[config.mk]
export PLATFORM = sky130hd
export DESIGN_NAME = fic_controller
export DESIGN_NICKNAME = d
export VERILOG_FILES = /design/src/fic_pkg.sv /design/src/fic_controller.sv /design/src/fic_resolver.sv
export SDC_FILE = /design/constraint.sdc
export NUM_CORES = 1
export LEC_CHECK = 0
export ABC_AREA = 1
export BUFFER_PORTS_ARGS = -buffer_cell sky130_fd_sc_hd__buf_2
export CAP_MARGIN = 20
export CORE_AREA = 2 2 124 126
export CTS_CLUSTER_SIZE = 14
export DETAILED_ROUTE_END_ITERATION = 10
export DIE_AREA = 0 0 126 128
export PLACE_DENSITY_LB_ADDON = 0.2
export SLEW_MARGIN = 30
export SYNTH_ARGS = -nofsm -noshare
export SYNTH_HDL_FRONTEND = slang
export SYNTH_SLANG_ARGS = --single-unit
[constraint.sdc]
create_clock -name hclk -period 13.7 [get_ports hclk]
set_input_delay 0.685 -clock hclk [delete_from_list [all_inputs] [get_ports hclk]]
set_output_delay 0.685 -clock hclk [all_outputs]
set_load 0.01 [all_outputs]
[src/fic_pkg.sv]
// Constants, register map and state type of the five-level interrupt controller
package fic_pkg;

  // ----------------------------------------------------------------
  // Sizes
  // ----------------------------------------------------------------
  localparam int FIC_NUM_SRC = 13;
  localparam int FIC_NUM_LVL = 5;
  localparam int FIC_LVL_W = 3;
  localparam int FIC_IDX_W = 4;
  localparam int FIC_NUM_EXT = 6;
  localparam int FIC_NUM_FLG = 16;
  localparam int FIC_ADDR_W = 8;

  // ----------------------------------------------------------------
  // Source indices, natural order, and the fixed power-fail level
  // ----------------------------------------------------------------
  localparam logic [FIC_IDX_W-1:0] FIC_SRC_PF = 4'h0;
  localparam logic [FIC_IDX_W-1:0] FIC_SRC_EXT0 = 4'h1;
  localparam logic [FIC_IDX_W-1:0] FIC_SRC_T0 = 4'h2;
  localparam logic [FIC_IDX_W-1:0] FIC_SRC_EXT1 = 4'h3;
  localparam logic [FIC_IDX_W-1:0] FIC_SRC_T1 = 4'h4;
  localparam logic [FIC_LVL_W-1:0] FIC_LVL_PF = 3'h4;

  // Vector addresses in natural order
  localparam logic [7:0] FIC_VEC [FIC_NUM_SRC] = '{
    8'h33, 8'h03, 8'h0B, 8'h13, 8'h1B, 8'h23, 8'h2B,
    8'h3B, 8'h43, 8'h4B, 8'h53, 8'h5B, 8'h63};

  // ----------------------------------------------------------------
  // Flag bit positions
  // ----------------------------------------------------------------
  localparam int FIC_FLG_PF = 0;
  localparam int FIC_FLG_EXT0 = 1;
  localparam int FIC_FLG_T0 = 7;
  localparam int FIC_FLG_T1 = 8;
  localparam int FIC_FLG_T2OV = 9;
  localparam int FIC_FLG_T2EX = 10;
  localparam int FIC_FLG_S0RX = 11;
  localparam int FIC_FLG_S0TX = 12;
  localparam int FIC_FLG_S1RX = 13;
  localparam int FIC_FLG_S1TX = 14;
  localparam int FIC_FLG_WD = 15;

  // Control register bits, and the global enable bit of the enable register
  localparam int FIC_CTL_PFEN = 0;
  localparam int FIC_CTL_EDGE0 = 1;
  localparam int FIC_CTL_EDGE1 = 2;
  localparam int FIC_GLOBAL_EN_BIT = 7;

  // ----------------------------------------------------------------
  // Register byte offsets
  // ----------------------------------------------------------------
  localparam logic [FIC_ADDR_W-1:0] FIC_OFS_ENABLE = 8'h00;
  localparam logic [FIC_ADDR_W-1:0] FIC_OFS_EXT_ENABLE = 8'h04;
  localparam logic [FIC_ADDR_W-1:0] FIC_OFS_PRIO_LOW = 8'h08;
  localparam logic [FIC_ADDR_W-1:0] FIC_OFS_PRIO_HIGH = 8'h0C;
  localparam logic [FIC_ADDR_W-1:0] FIC_OFS_EXT_PRIO_LOW = 8'h10;
  localparam logic [FIC_ADDR_W-1:0] FIC_OFS_EXT_PRIO_HIGH = 8'h14;
  localparam logic [FIC_ADDR_W-1:0] FIC_OFS_FLAGS = 8'h18;
  localparam logic [FIC_ADDR_W-1:0] FIC_OFS_CONTROL = 8'h1C;
  localparam logic [FIC_ADDR_W-1:0] FIC_OFS_STATUS = 8'h20;
  localparam logic [FIC_ADDR_W-1:0] FIC_OFS_PENDING = 8'h24;

  // ----------------------------------------------------------------
  // State of the controller
  // ----------------------------------------------------------------
  typedef struct packed {
    logic [FIC_NUM_EXT-1:0] ext_s1;
    logic [FIC_NUM_EXT-1:0] ext_s2;
    logic [FIC_NUM_EXT-1:0] ext_d;
    logic pf_s1;
    logic pf_s2;
    logic pf_d;
    logic [7:0] irq_enable;
    logic [4:0] extended_irq_enable_reg;
    logic [6:0] priority_low_bits_reg;
    logic [6:0] priority_high_bits_reg;
    logic [4:0] ext_priority_low_bits_reg;
    logic [4:0] ext_priority_high_bits_reg;
    logic [2:0] control;
    logic [FIC_NUM_FLG-1:0] flags;
    logic [FIC_NUM_LVL-1:0] in_service;
    logic req;
    logic [7:0] vector;
    logic [FIC_LVL_W-1:0] level;
    logic [FIC_IDX_W-1:0] win_idx;
    logic ph_valid;
    logic ph_write;
    logic [FIC_ADDR_W-1:0] ph_addr;
    logic [31:0] rdata;
  } fic_state_t;

  // Pins idle high, so synchronisers start high
  localparam logic [FIC_NUM_EXT-1:0] FIC_EXT_SYNC_RST = 6'h3F;
  localparam fic_state_t FIC_STATE_RST = '{
    ext_s1: FIC_EXT_SYNC_RST, ext_s2: FIC_EXT_SYNC_RST, ext_d: FIC_EXT_SYNC_RST, default: '0};

endpackage

[src/fic_controller.sv]
// Five-level interrupt controller with AHB-Lite register slave
`timescale 1ns/1ps
module fic_controller
  import fic_pkg::*;
(
  input wire logic hclk,
  input wire logic hresetn,
  input wire logic hsel,
  input wire logic [31:0] haddr,
  input wire logic [1:0] htrans,
  input wire logic hwrite,
  input wire logic [2:0] hsize,
  input wire logic [31:0] hwdata,
  input wire logic hready,
  output logic hreadyout,
  output logic hresp,
  output logic [31:0] hrdata,
  input wire logic [FIC_NUM_EXT-1:0] ext_irq_n_pin,
  input wire logic powerfail_warn,
  input wire logic timer0_overflow,
  input wire logic timer1_overflow,
  input wire logic timer2_overflow,
  input wire logic timer2_external,
  input wire logic serial0_receive,
  input wire logic serial0_transmit,
  input wire logic serial1_receive,
  input wire logic serial1_transmit,
  input wire logic watchdog_timeout,
  input wire logic irq_ack,
  input wire logic irq_return,
  output logic irq_request,
  output logic [7:0] irq_vector,
  output logic [FIC_LVL_W-1:0] irq_level
);

  // ----------------------------------------------------------------
  // State
  // ----------------------------------------------------------------
  fic_state_t s;
  fic_state_t next_s;

  logic global_irq_enable;
  logic powerfail_irq_enable;
  logic [FIC_NUM_SRC-2:0] en12;
  logic [FIC_NUM_SRC-2:0] lo12;
  logic [FIC_NUM_SRC-2:0] hi12;
  logic [FIC_NUM_SRC-1:0] src_raw;
  logic [FIC_NUM_SRC-1:0] src_req;
  logic [FIC_NUM_SRC*FIC_LVL_W-1:0] src_lvl;
  logic [FIC_LVL_W-1:0] cur_rank;
  logic win_valid;
  logic [FIC_IDX_W-1:0] win_idx;
  logic [FIC_LVL_W-1:0] win_lvl;
  logic addr_phase;
  logic [FIC_NUM_FLG-1:0] set_f;
  logic [FIC_NUM_FLG-1:0] clr_sw;
  logic [FIC_NUM_FLG-1:0] clr_hw;
  logic [31:0] rd_word;

  // ----------------------------------------------------------------
  // Source gating
  // ----------------------------------------------------------------
  assign global_irq_enable = s.irq_enable[FIC_GLOBAL_EN_BIT];
  assign powerfail_irq_enable = s.control[FIC_CTL_PFEN];
  // Sources 1..12 take enable and priority bits in natural order
  assign en12 = {s.extended_irq_enable_reg, s.irq_enable[6:0]};
  assign lo12 = {s.ext_priority_low_bits_reg, s.priority_low_bits_reg};
  assign hi12 = {s.ext_priority_high_bits_reg, s.priority_high_bits_reg};

  // Raw requests in natural order, shared flags ORed
  assign src_raw = {
    s.flags[FIC_FLG_WD],
    s.flags[FIC_FLG_EXT0+5],
    s.flags[FIC_FLG_EXT0+4],
    s.flags[FIC_FLG_EXT0+3],
    s.flags[FIC_FLG_EXT0+2],
    s.flags[FIC_FLG_S1RX] | s.flags[FIC_FLG_S1TX],
    s.flags[FIC_FLG_T2OV] | s.flags[FIC_FLG_T2EX],
    s.flags[FIC_FLG_S0RX] | s.flags[FIC_FLG_S0TX],
    s.flags[FIC_FLG_T1],
    s.flags[FIC_FLG_EXT0+1],
    s.flags[FIC_FLG_T0],
    s.flags[FIC_FLG_EXT0],
    s.flags[FIC_FLG_PF]};

  // Power fail: own enable only, fixed top level
  assign src_req[0] = src_raw[0] & powerfail_irq_enable;
  assign src_lvl[0 +: FIC_LVL_W] = FIC_LVL_PF;

  for (genvar i = 1; i < FIC_NUM_SRC; i++) begin : g_src
    // Series gating by own and global enable
    assign src_req[i] = src_raw[i] & en12[i-1] & global_irq_enable;
    // Level 0..3 from high and low bit
    assign src_lvl[i*FIC_LVL_W +: FIC_LVL_W] = {1'b0, hi12[i-1], lo12[i-1]};
  end

  // ----------------------------------------------------------------
  // Level in service and winner
  // ----------------------------------------------------------------
  always_comb begin
    cur_rank = '0;
    for (int k = 0; k < FIC_NUM_LVL; k++) begin
      if (s.in_service[k]) begin
        cur_rank = FIC_LVL_W'(k + 1);
      end
    end
  end

  // Highest level first, natural order on ties, strictly above service
  fic_resolver #(
    .N(FIC_NUM_SRC),
    .LW(FIC_LVL_W),
    .IW(FIC_IDX_W)
  ) u_resolver (
    .req(src_req),
    .lvl(src_lvl),
    .floor_rank(cur_rank),
    .valid(win_valid),
    .idx(win_idx),
    .level(win_lvl)
  );

  // ----------------------------------------------------------------
  // Bus decode
  // ----------------------------------------------------------------
  assign addr_phase = hsel & hready & htrans[1];

  always_comb begin
    rd_word = 32'h0000_0000;
    unique case (haddr[FIC_ADDR_W-1:0])
      FIC_OFS_ENABLE: rd_word[7:0] = s.irq_enable;
      FIC_OFS_EXT_ENABLE: rd_word[4:0] = s.extended_irq_enable_reg;
      FIC_OFS_PRIO_LOW: rd_word[6:0] = s.priority_low_bits_reg;
      FIC_OFS_PRIO_HIGH: rd_word[6:0] = s.priority_high_bits_reg;
      FIC_OFS_EXT_PRIO_LOW: rd_word[4:0] = s.ext_priority_low_bits_reg;
      FIC_OFS_EXT_PRIO_HIGH: rd_word[4:0] = s.ext_priority_high_bits_reg;
      FIC_OFS_FLAGS: rd_word[FIC_NUM_FLG-1:0] = s.flags;
      FIC_OFS_CONTROL: rd_word[2:0] = s.control;
      FIC_OFS_STATUS: rd_word = {7'h00, s.req, 5'h00, s.level, s.vector, 3'h0, s.in_service};
      FIC_OFS_PENDING: rd_word[FIC_NUM_SRC-1:0] = src_req;
      default: rd_word = 32'h0000_0000;
    endcase
  end

  // Write-one-to-clear flags, data phase only
  always_comb begin
    clr_sw = '0;
    if (s.ph_valid && s.ph_write && (s.ph_addr == FIC_OFS_FLAGS)) begin
      clr_sw = hwdata[FIC_NUM_FLG-1:0];
    end
  end

  // ----------------------------------------------------------------
  // Flag events
  // ----------------------------------------------------------------
  always_comb begin
    set_f = '0;
    // Flags set on their event regardless of enables
    set_f[FIC_FLG_PF] = s.pf_s2 & ~s.pf_d;
    for (int e = 0; e < FIC_NUM_EXT; e++) begin
      set_f[FIC_FLG_EXT0+e] = s.ext_d[e] & ~s.ext_s2[e];
    end
    set_f[FIC_FLG_T0] = timer0_overflow;
    set_f[FIC_FLG_T1] = timer1_overflow;
    set_f[FIC_FLG_T2OV] = timer2_overflow;
    set_f[FIC_FLG_T2EX] = timer2_external;
    set_f[FIC_FLG_S0RX] = serial0_receive;
    set_f[FIC_FLG_S0TX] = serial0_transmit;
    set_f[FIC_FLG_S1RX] = serial1_receive;
    set_f[FIC_FLG_S1TX] = serial1_transmit;
    set_f[FIC_FLG_WD] = watchdog_timeout;
  end

  // Hardware clears on vectoring
  always_comb begin
    clr_hw = '0;
    if (irq_ack && s.req) begin
      unique case (s.win_idx)
        FIC_SRC_EXT0: clr_hw[FIC_FLG_EXT0] = s.control[FIC_CTL_EDGE0];
        FIC_SRC_EXT1: clr_hw[FIC_FLG_EXT0+1] = s.control[FIC_CTL_EDGE1];
        FIC_SRC_T0: clr_hw[FIC_FLG_T0] = 1'b1;
        FIC_SRC_T1: clr_hw[FIC_FLG_T1] = 1'b1;
        default: clr_hw = '0;
      endcase
    end
  end

  // ----------------------------------------------------------------
  // Next state
  // ----------------------------------------------------------------
  always_comb begin
    next_s = s;

    // Pin synchronisers and edge history
    next_s.ext_s1 = ext_irq_n_pin;
    next_s.ext_s2 = s.ext_s1;
    next_s.ext_d = s.ext_s2;
    next_s.pf_s1 = powerfail_warn;
    next_s.pf_s2 = s.pf_s1;
    next_s.pf_d = s.pf_s2;

    // Register writes in the data phase
    if (s.ph_valid && s.ph_write) begin
      unique case (s.ph_addr)
        FIC_OFS_ENABLE: next_s.irq_enable = hwdata[7:0];
        FIC_OFS_EXT_ENABLE: next_s.extended_irq_enable_reg = hwdata[4:0];
        FIC_OFS_PRIO_LOW: next_s.priority_low_bits_reg = hwdata[6:0];
        FIC_OFS_PRIO_HIGH: next_s.priority_high_bits_reg = hwdata[6:0];
        FIC_OFS_EXT_PRIO_LOW: next_s.ext_priority_low_bits_reg = hwdata[4:0];
        FIC_OFS_EXT_PRIO_HIGH: next_s.ext_priority_high_bits_reg = hwdata[4:0];
        FIC_OFS_CONTROL: next_s.control = hwdata[2:0];
        default: next_s.control = s.control;
      endcase
    end

    // Sticky flags, set wins over any clear
    next_s.flags = (s.flags & ~(clr_sw | clr_hw)) | set_f;
    // Level mode: flag mirrors the active-low pin
    if (!s.control[FIC_CTL_EDGE0]) begin
      next_s.flags[FIC_FLG_EXT0] = ~s.ext_s2[0];
    end
    if (!s.control[FIC_CTL_EDGE1]) begin
      next_s.flags[FIC_FLG_EXT0+1] = ~s.ext_s2[1];
    end

    // Return from service frees the highest level in service
    if (irq_return && (cur_rank != '0)) begin
      next_s.in_service[cur_rank - 3'h1] = 1'b0;
    end
    // Vectoring enters the level that the core was offered
    if (irq_ack && s.req) begin
      next_s.in_service[s.level] = 1'b1;
    end

    // Offer to the core; dropped for one cycle after an acknowledge
    next_s.req = win_valid & ~irq_ack;
    if (win_valid) begin
      next_s.vector = FIC_VEC[win_idx];
      next_s.level = win_lvl;
      next_s.win_idx = win_idx;
    end

    // Bus address phase capture and read data
    next_s.ph_valid = addr_phase;
    next_s.ph_write = hwrite;
    next_s.ph_addr = haddr[FIC_ADDR_W-1:0];
    if (addr_phase && !hwrite) begin
      next_s.rdata = rd_word;
    end
  end

  always_ff @(posedge hclk or negedge hresetn) begin
    if (!hresetn) begin
      s <= FIC_STATE_RST;
    end else begin
      s <= next_s;
    end
  end

  // ----------------------------------------------------------------
  // Outputs
  // ----------------------------------------------------------------
  assign hreadyout = 1'b1;
  assign hresp = 1'b0;
  assign hrdata = s.rdata;
  assign irq_request = s.req;
  assign irq_vector = s.vector;
  assign irq_level = s.level;

endmodule

[src/fic_resolver.sv]
// Priority resolver: highest level wins, natural order breaks ties
`timescale 1ns/1ps
module fic_resolver #(
  parameter int N = 13,
  parameter int LW = 3,
  parameter int IW = 4
) (
  input wire logic [N-1:0] req,
  input wire logic [N*LW-1:0] lvl,
  input wire logic [LW-1:0] floor_rank,
  output logic valid,
  output logic [IW-1:0] idx,
  output logic [LW-1:0] level
);

  // Rank is level plus one; floor_rank is the rank in service, zero when idle
  always_comb begin
    logic [LW-1:0] best;
    logic [LW-1:0] rank;
    best = floor_rank;
    rank = '0;
    valid = 1'b0;
    idx = '0;
    level = '0;
    for (int i = 0; i < N; i++) begin
      rank = lvl[i*LW +: LW] + {{(LW-1){1'b0}}, 1'b1};
      // Strictly greater: earlier source keeps a tie, equal level never preempts
      if (req[i] && (rank > best)) begin
        best = rank;
        valid = 1'b1;
        idx = IW'(i);
        level = lvl[i*LW +: LW];
      end
    end
  end

endmodule

==> impl_metrics.tcl, run 1 <==
set metrics [dict create \
    reg2reg_depth 117 \
    drt_wl_total_um 22600 \
    die-area_um2 16100 \
    drive_above_1_share_pct 39.6 \
    cpMostUsedCell "nand2_2" \
    maxClockFrequency_ghz 0.0726 \
    critPathCaptureType "flop" \
    finalSetupViolCount 2 \
    htree_levels 4 \
    core_um2 14900 \
    yosysWarnings 0 \
    synthesis.instances 917 \
    hold_slack_ns 0.314 \
    cts_buffers 17 \
    grt_antenna_before_repair 1 \
    num_rows 45 \
    clock_path_buffers 2 \
    synthTopCellsByArea "dfrtp_1 36%, nand2_1 9.7%, inv_1 6.4%" \
    synth_cell_types 50 \
    reg2reg_to "irq_vector[3]" \
    synth_top_area_share_pct 35.9 \
    cts-root-buf "clkbuf_16" \
    track_usage_pct 26.8 \
    yosysMostFrequentCell "nand2_1" \
    synthArstFlopShare_pct 100 \
    viasPerCell 5.31 \
    maxSlewViolCount 0 \
    firstDrtPassIters 5 \
    cts_tree "yes" \
    status "complete, but fails checks" \
    drv_cap 0 \
    syn2layout_area_growth_pct 36.7 \
    ios 138 \
    synth_common_cells "192 x nand2_1, 127 x inv_1, 106 x dfrtp_1, 89 x o21ai_0, 51 x nor2_1" \
    ff2ff_setup_slack_ns -0.07 \
    grt_pass1_wl_um 33500 \
    setup_ws_ns -0.0684 \
    ys_seq_elements 124 \
    dp_slack_ns -0.515 \
    port-buffer-count 77 \
    drt_iter0_drc 602 \
    path_max_fanout 6 \
    yosys.area.top_type "dfrtp_1" \
    required_ns 14.07 \
    die_y_um 128 \
    route.detailed.drc 0 \
    max_slew_margin_pct 42.3 \
    layout.nets 1249 \
    critPathSlowestCell "dfrtp_2" \
    grt_max_degree 64 \
    grt_pass1_vias 6612 \
    grt_setup_unrepaired "yes" \
    min_period_ns 13.77 \
    path_class "flop to flop" \
    die_w_um 126 \
    worstSkewPairLatency_ns 0.43 \
    synth-edff-count 0 \
    stdcell_area_um2 10100 \
    overflow 0 \
    cts_sinks 124 \
    finalCritPeriodShare_pct 100 \
    cp-start-kind "flop" \
    synth_area_um2 7400 \
    post-dp-hpwl_um 15300 \
    violations "negative setup slack" \
    ys.flop_type "dfrtp_1" \
    placed_cells 1217 \
    slowest_delay_ns 0.43 \
    hold_class "input port to async pin" \
    r2r-start "s[62]" \
    wl_per_cell_um 17.1 \
    initial_core_util_pct 49.8 \
    seq_area_frac_synth_pct 42.3 \
    arrival_ns 14.13 \
    finalHoldViolations 0 \
    clkTransAtPathRegs_ns 0.06 \
    holdBufCountCts 0 \
    syn_area_per_cell_um2 8.07 \
    fin_cells 1322 \
    ant_nets 0 \
    skew_ns 0.00679 \
    tightest_slew_ns 0.865 \
    placed_cell_area_um2 8340 \
    place.gp.congestion 0.941 \
    vias 7025 \
    n_antenna_cell 0 \
]
layout by cell type (no fill, tap or decap), types with 6 or more instances in the layout:
cell,n
nor3_1,14
o21ai_2,8
o21ai_0,82
nor2_4,8
o22ai_1,7
ha_1,21
inv_2,18
a21o_1,8
a21oi_2,6
o21ai_1,6
or2_4,7
buf_4,146
a21oi_1,26
bufinv_16,7
nand2_4,20
buf_2,76
conb_1,16
ha_4,15
clkbuf_16,17
nand3_1,38
a221oi_1,11
nand3_2,15
dfstp_2,18
inv_4,10
o211ai_1,9
nand2_2,39
nand2_1,161
nor2_1,44
inv_1,106
dfrtp_1,104
cells by family (layout without fill, tap and decap cells):
kind of cell / Yosys count / count (layout) / share of synthesized area (%)
compound gates: 195 / 195 / 16.0
xor+xnor: 1 / 1 / 0.118
fa+ha+maj: 36 / 36 / 6.09
buf+inv: 191 / 394 / 12.1
flops: 124 / 124 / 42.3
other cells: 2 / 16 / 0.102
simple gates: 368 / 368 / 23.3
repair_timing:
item / in CTS / in global routing
gates resized for setup: 27 / 97
endpoints found under the hold margin: 0 / 0
setup buffers: 51 / 25
pin swaps: 17 / 76
endpoints found under the setup margin: 12 / 12
worst max-delay path by stage:
stage / startpoint / endpoint / slack [ns] / depth (start not counted)
6_report: s[62] / irq_vector[3] / -0.07 / 117
5_1_grt: s[62] / irq_vector[3] / -0.87 / 117
4_1_cts: s[61] / irq_vector[3] / -0.03 / 117
3_5_place_dp: s[62] / irq_vector[4] / -0.52 / 114
3_3_place_gp: s[62] / irq_vector[3] / -0.30 / 115
2_1_floorplan: s[60] / irq_vector[4] / 0.007 / 116
sequential cells by signal, indices dropped and copies added (netlist names):
| register | cells |
|---|---|
| next_s | 14 |
| global_irq_enable | 1 |
| en12 | 12 |
| irq_request | 1 |
| irq_vector | 5 |
| s | 43 |
| hi12 | 12 |
| irq_level | 3 |
| lo12 | 12 |
| powerfail_irq_enable | 1 |
| hrdata | 20 |
layer usage:
metal	part of all wire (%)	GRT usage (%)
met5	0	0
met4	3.2	9.76
met3	5.8	5.34
met2	48	44.8
met1	43	34.7
per-stage QoR:
step,TNS [ns],utilization (%)
floorplan,0,-
global placement,-1.63,56.1
detailed placement,-4.44,56.1
CTS,-0.0317,64.2
global route,-8.39,68.0
finish,-0.0840,68.0
critical path: cells and delay by family (launching register included):
kind / cells / cell delay [ns]
AOI/OAI and AO/OA: 15 / 2.08
DFF: 1 / 0.43
adders and majority gates: 13 / 3.10
and+or+nand+nor: 63 / 6.42
buffers and inverters: 26 / 1.65
layout make-up:
cell class | instances | area [µm²]
fillers | 1142 | 4760
multi-input cells | 616 | 3960
flip-flops and latches | 124 | 3130
repair buffers | 228 | 1550
inverters | 134 | 528
clock buffers | 19 | 443
clock inverters | 13 | 262
well taps | 188 | 235
Power of run 1 is not shown: default switching activity piles up to over one toggle a cycle in this logic, so the estimate is an artifact.
==> run 2, diff against run 1 <==
--- a/config.mk
+++ b/config.mk
@@ -8,10 +8,13 @@
 export ABC_AREA = 1
 export BUFFER_PORTS_ARGS = -buffer_cell sky130_fd_sc_hd__buf_2
 export CAP_MARGIN = 20
-export CORE_AREA = 2 2 124 126
+export CELL_PAD_IN_SITES_DETAIL_PLACEMENT = 2
+export CELL_PAD_IN_SITES_GLOBAL_PLACEMENT = 2
+export CORE_AREA = 2 2 161 163
+export CTS_BUF_LIST = sky130_fd_sc_hd__clkbuf_4 sky130_fd_sc_hd__clkbuf_8
 export CTS_CLUSTER_SIZE = 14
 export DETAILED_ROUTE_END_ITERATION = 10
-export DIE_AREA = 0 0 126 128
+export DIE_AREA = 0 0 163 165
 export PLACE_DENSITY_LB_ADDON = 0.2
 export SLEW_MARGIN = 30
 export SYNTH_ARGS = -nofsm -noshare
==> run 2 against run 1 <==
The run still ends with negative setup slack left. Wire length up 43%. Core utilization down 26 points. Non-clock buffer count up 36. Fmax down 3.7%. Critical endpoint is now irq_vector[5]. Largest cell class unchanged.
==> impl_metrics.tcl, run 2 (synthesis gave the netlist of run 1 again) <==
set metrics [dict create \
    post-dp-hpwl_um 20700 \
    overflow 0 \
    cp.depth 120 \
    slowest_delay_ns 0.44 \
    critPathSlowestCell "dfrtp_2" \
    grt_setup_unrepaired "yes" \
    layout.nets 1285 \
    wl_per_cell_um 21.6 \
    cts_tree "yes" \
    max_slew_margin_pct 40.2 \
    grt_pass1_wl_um 46400 \
    cp-start-kind "flop" \
    tightest_slew_ns 0.897 \
    required_ns 14.09 \
    place.gp.congestion 0.824 \
    cp-startpoint "s[62]" \
    drive_above_1_share_pct 43.4 \
    maxClockFrequency_ghz 0.0699 \
    finalCritPeriodShare_pct 104 \
    wl_met3_um 1140 \
    seqCellArea_um2 3130 \
    finalSetupViolCount 12 \
    reg2reg_depth 120 \
    finalHoldViolations 0 \
    grt_pass1_vias 7996 \
    core_um2 25000 \
    routed.top_layer "met4" \
    die-area_um2 26900 \
    syn2layout_area_growth_pct 41.7 \
    reg2reg_to "irq_vector[5]" \
    maxSlewViolCount 0 \
    setup_ws_ns -0.597 \
    worstSkewPairLatency_ns 0.46 \
    path_class "flop to flop" \
    r2r-start "s[62]" \
    n_fill_cell 2812 \
    cts_sinks 124 \
    n_antenna_cell 0 \
    multi_input_area_um2 4140 \
    drt_iter0_drc 357 \
    cts_buffers 17 \
    largest_reg_flops 43 \
    skew_ns 0.0176 \
    die_y_um 165 \
    ff2ff_setup_slack_ns -0.60 \
    cts-root-buf "clkbuf_8" \
    htree_levels 4 \
    drv_cap 0 \
    cpMostUsedCell "nand2_4" \
    grt_antenna_before_repair 0 \
    endpoint "irq_vector[5]" \
    violations "negative setup slack" \
    regMostFlops "s" \
    clkTransAtPathRegs_ns 0.08 \
    firstDrtPassIters 4 \
    port-buffer-count 77 \
    track_usage_pct 22.9 \
    viasPerCell 4.94 \
    die_w_um 163 \
    drt_wl_total_um 32400 \
    routed-wl-met2_um 16900 \
    fin_util_pct 41.9 \
    arrival_ns 14.69 \
    final_common_cell "buf_4" \
    ant_nets 0 \
    ios 138 \
    met1_length_um 13800 \
    layout_common_cells "172 x buf_4, 151 x nand2_1, 104 x inv_1, 104 x dfrtp_1, 81 x o21ai_0" \
    path_max_fanout 5 \
    min_period_ns 14.30 \
    hold_class "input port to async pin" \
    crit_family "simple AND/OR/NAND/NOR gates" \
    status "complete, but fails checks" \
    grt_max_degree 70 \
    vias 7411 \
    route.detailed.drc 0 \
    num_rows 58 \
    clock_path_buffers 2 \
    cp_num_buf_inv 36 \
    critPathCaptureType "flop" \
    initial_core_util_pct 29.5 \
    holdBufCountCts 0 \
]
[run 2: cell types whose count changed in the layout (fill, tap and decap cells not counted), sizes merged]
cell | previous run | this run
clkinvlp | 1 | 3
inv | 135 | 134
clkinv | 4 | 8
buf | 228 | 264
bufinv | 7 | 2
[run 2: layer usage]
metal	up-vias	track usage (%)
li1	3440	-
met4	0	4.83
met5	-	0
met1	3779	28.8
met3	36	3.37
met2	156	41.7
[run 2: how the worst min path moves through the flow]
stage,from,endpoint,slack [ns],cells past startpoint
after floorplan,next_s[120],next_s[119],0.33,0
after global routing,hresetn,s[40],0.27,1
after CTS,hresetn,s[40],0.25,1
after detailed placement,next_s[120],next_s[119],0.34,0
after global placement,next_s[120],next_s[119],0.33,0
final,hresetn,s[40],0.24,1
[run 2: metrics by stage]
step                      cell area (µm²)  TNS, ns  cells  setup slack [ns]  hold WS (ns)
after CTS                            9820   -0.727   1470            -0.199         0.252
after detailed placement             8570   -11.19   1366             -1.13         0.336
after global routing                10500   -12.90   1500             -1.20         0.269
after floorplan                      7510        0    931           0.00656         0.331
after global placement               8570    -6.47   1366            -0.745         0.335
final                               10500    -5.85   1500            -0.597         0.242
[run 2: layout make-up]
cell class	count	area share [%]
well taps	330	3.94
clock inverters	13	1.38
repair buffers	264	17.7
clock buffers	19	2.38
inverters	134	5.23
multi-input cells	616	39.5
flip-flops and latches	124	29.8
[run 2: what timing repair did]
action,in CTS,in global routing
resized for setup,85,101
pin swaps,58,78
setup buffers,72,35
setup endpoints to repair,12,12
Power of run 2 is left out for the same reason.
==> run 3, diff against run 2 <==
--- a/config.mk
+++ b/config.mk
@@ -5,16 +5,15 @@
 export SDC_FILE = /design/constraint.sdc
 export NUM_CORES = 1
 export LEC_CHECK = 0
-export ABC_AREA = 1
 export BUFFER_PORTS_ARGS = -buffer_cell sky130_fd_sc_hd__buf_2
 export CAP_MARGIN = 20
 export CELL_PAD_IN_SITES_DETAIL_PLACEMENT = 2
 export CELL_PAD_IN_SITES_GLOBAL_PLACEMENT = 2
-export CORE_AREA = 2 2 161 163
+export CORE_AREA = 2 2 157 159
 export CTS_BUF_LIST = sky130_fd_sc_hd__clkbuf_4 sky130_fd_sc_hd__clkbuf_8
 export CTS_CLUSTER_SIZE = 14
 export DETAILED_ROUTE_END_ITERATION = 10
-export DIE_AREA = 0 0 163 165
+export DIE_AREA = 0 0 159 161
 export PLACE_DENSITY_LB_ADDON = 0.2
 export SLEW_MARGIN = 30
 export SYNTH_ARGS = -nofsm -noshare
==> run 3 against run 2 <==
The run still ends with negative setup slack left. First-iteration DRC count grew 7.3%. Die area shrank 4.8%. Final cell count shrank 8.7%. Clock skew shrank 0.0059 ns. Global-route usage grew 2.8 points. Fmax shrank 13%. Sequential share of layout area shrank 0.20 points. Synthesized area grew 5.2%. Register-to-register slack lost 2.1 ns. Critical path depth shrank 21.
==> impl_metrics.tcl, run 3 <==
set metrics [dict create \
    tightest_slew_ns 0.917 \
    ys.flop_type "dfrtp_1" \
    synth_top_area_share_pct 34.1 \
    seq_area_frac_synth_pct 40.2 \
    drt_iter0_drc 383 \
    drive_above_1_share_pct 44.7 \
    arrival_ns 16.73 \
    power.total_mw 1.65 \
    grt_max_degree 65 \
    cpMostUsedCell "buf_4" \
    ios 138 \
    die_y_um 161 \
    finalHoldViolations 0 \
    clkTransAtPathRegs_ns 0.08 \
    fin_util_pct 44.0 \
    regMostFlops "s" \
    worstSkewPairLatency_ns 0.47 \
    cp-start-kind "flop" \
    layout_common_cells "168 x buf_4, 106 x dfrtp_1, 97 x nand2_1" \
    path_max_fanout 4 \
    grt_pass1_wl_um 50200 \
    skew_ns 0.0116 \
    cts_tree "yes" \
    status "complete, but fails checks" \
    critPathSlowestCell "dfrtp_1" \
    grt_pass1_vias 8329 \
    yosysMostFrequentCell "dfrtp_1" \
    fin_cells 1370 \
    maxClockFrequency_ghz 0.0610 \
    power_density_nw_per_um2 156 \
    required_ns 14.05 \
    cp.depth 99 \
    ir_drop_mv 0.0590 \
    drv_cap 0 \
    slowest_delay_ns 0.41 \
    viasPerCell 5.49 \
    n_fill_cell 2622 \
    synth_cell_types 89 \
    cts-root-buf "clkbuf_8" \
    track_usage_pct 25.7 \
    n_antenna_cell 0 \
    syn_area_per_cell_um2 9.59 \
    setup_ws_ns -2.68 \
    synth_area_um2 7780 \
    yosysWarnings 0 \
    grt_setup_unrepaired "yes" \
    hold_slack_ns 0.197 \
    syn2layout_area_growth_pct 35.5 \
    wl_per_cell_um 24.7 \
    path_class "flop to flop" \
    r2r-start "s[63]" \
    drt_wl_total_um 33800 \
    synthesis.instances 811 \
    port-buffer-count 77 \
    post-dp-hpwl_um 24100 \
    firstDrtPassIters 5 \
    grt_antenna_before_repair 0 \
    synthArstFlopShare_pct 100 \
    max_slew_margin_pct 38.6 \
    finalCritPeriodShare_pct 120 \
    yosys.area.top_type "dfrtp_1" \
    layout.nets 1161 \
    critPathCaptureType "flop" \
    fin_tns_setup_ns -29.63 \
    largest_reg_flops 43 \
    holdBufCountCts 0 \
    maxSlewViolCount 0 \
    ant_nets 0 \
    p_leak_nw 4.65 \
    finalSetupViolCount 12 \
    violations "negative setup slack" \
    ff2ff_setup_slack_ns -2.68 \
    reg2reg_depth 99 \
    htree_levels 4 \
    crit_family "compound AO/OA/AOI/OAI gates" \
    placed_cells 1270 \
    vias 7519 \
    min_period_ns 16.38 \
    cts_buffers 17 \
    reg2reg_to "irq_vector[3]" \
    ys_seq_elements 124 \
    clock_path_buffers 2 \
    overflow 0 \
    core_um2 24000 \
    cp_num_buf_inv 35 \
    final_common_cell "buf_4" \
    synthTopCellsByArea "dfrtp_1 34%, mux2_2 6.7%, dfstp_2 6.1%" \
    hold_class "input port to async pin" \
    cts_sinks 124 \
    die-area_um2 25600 \
    initial_core_util_pct 32.5 \
    synth-edff-count 0 \
    die_w_um 159 \
    route.detailed.drc 0 \
    num_rows 57 \
    place.gp.congestion 0.901 \
    synth_common_cells "106 x dfrtp_1, 104 x nand2_1, 57 x nor2_1, 53 x o21ai_0, 46 x mux2_2" \
]
run 3: area by class of cell:
cell class	count	area [µm²]	share of cell area [%]
clock buffer	20	269	2.55
clock inverter	12	139	1.32
inverter	35	144	1.36
multi-input combinational	604	4740	45.0
sequential	124	3130	29.6
tap	324	405	3.84
timing repair buffer	251	1720	16.3
run 3: repair_timing:
| item | 4_1_cts | 5_1_grt |
|---|---|---|
| pin swaps | 19 | 61 |
| resized for setup | 19 | 63 |
| setup endpoints to repair | 12 | 12 |
| setup buffers | 41 | 28 |
run 3: where the power goes:
group          total, mW  internal (mW)  switching, mW
Sequential         0.444          0.401         0.0426
Combinational      0.867          0.418          0.449
Clock              0.338          0.174          0.163
Total               1.65          0.994          0.655
run 3: logic make-up after synthesis:
| kind of cell | synth area share, % |
|---|---|
| adders and majority gates | 6.05 |
| DFF | 40.2 |
| other | 0.0965 |
| muxes | 8.27 |
| and+or+nand+nor | 15.9 |
| buffers and inverters | 7.06 |
| AOI/OAI and AO/OA | 22.5 |
run 3: how the worst max path moves through the flow:
stage                               from       endpoint  slack (ns)
floorplan                          s[59]  irq_vector[3]       -2.22
global placement                   s[63]  irq_vector[3]       -1.85
detailed placement  powerfail_irq_enable  irq_vector[3]       -2.92
CTS                 powerfail_irq_enable  irq_vector[3]       -2.37
global route                       s[63]  irq_vector[5]       -3.38
finish                             s[63]  irq_vector[3]       -2.68
run 3: per-stage QoR:
stage               instance area [µm²]  setup slack, ns
finish                            10500            -2.68
CTS                               10000            -2.37
global placement                   9240            -1.85
floorplan                          8070            -2.22
detailed placement                 9240            -2.92
global route                      10500            -3.38
run 3: routing by layer:
layer | track usage, % | up-vias | share of wire, % | routed length [µm]
li1 | - | 3365 | - | -
met1 | 31.5 | 3911 | 42 | 14200
met2 | 46.0 | 199 | 52 | 17500
met3 | 4.44 | 44 | 4.2 | 1410
met4 | 8.14 | 0 | 2.1 | 701
met5 | 0 | - | 0 | 0
No activity file was read; power rests on OpenSTA's default activity.
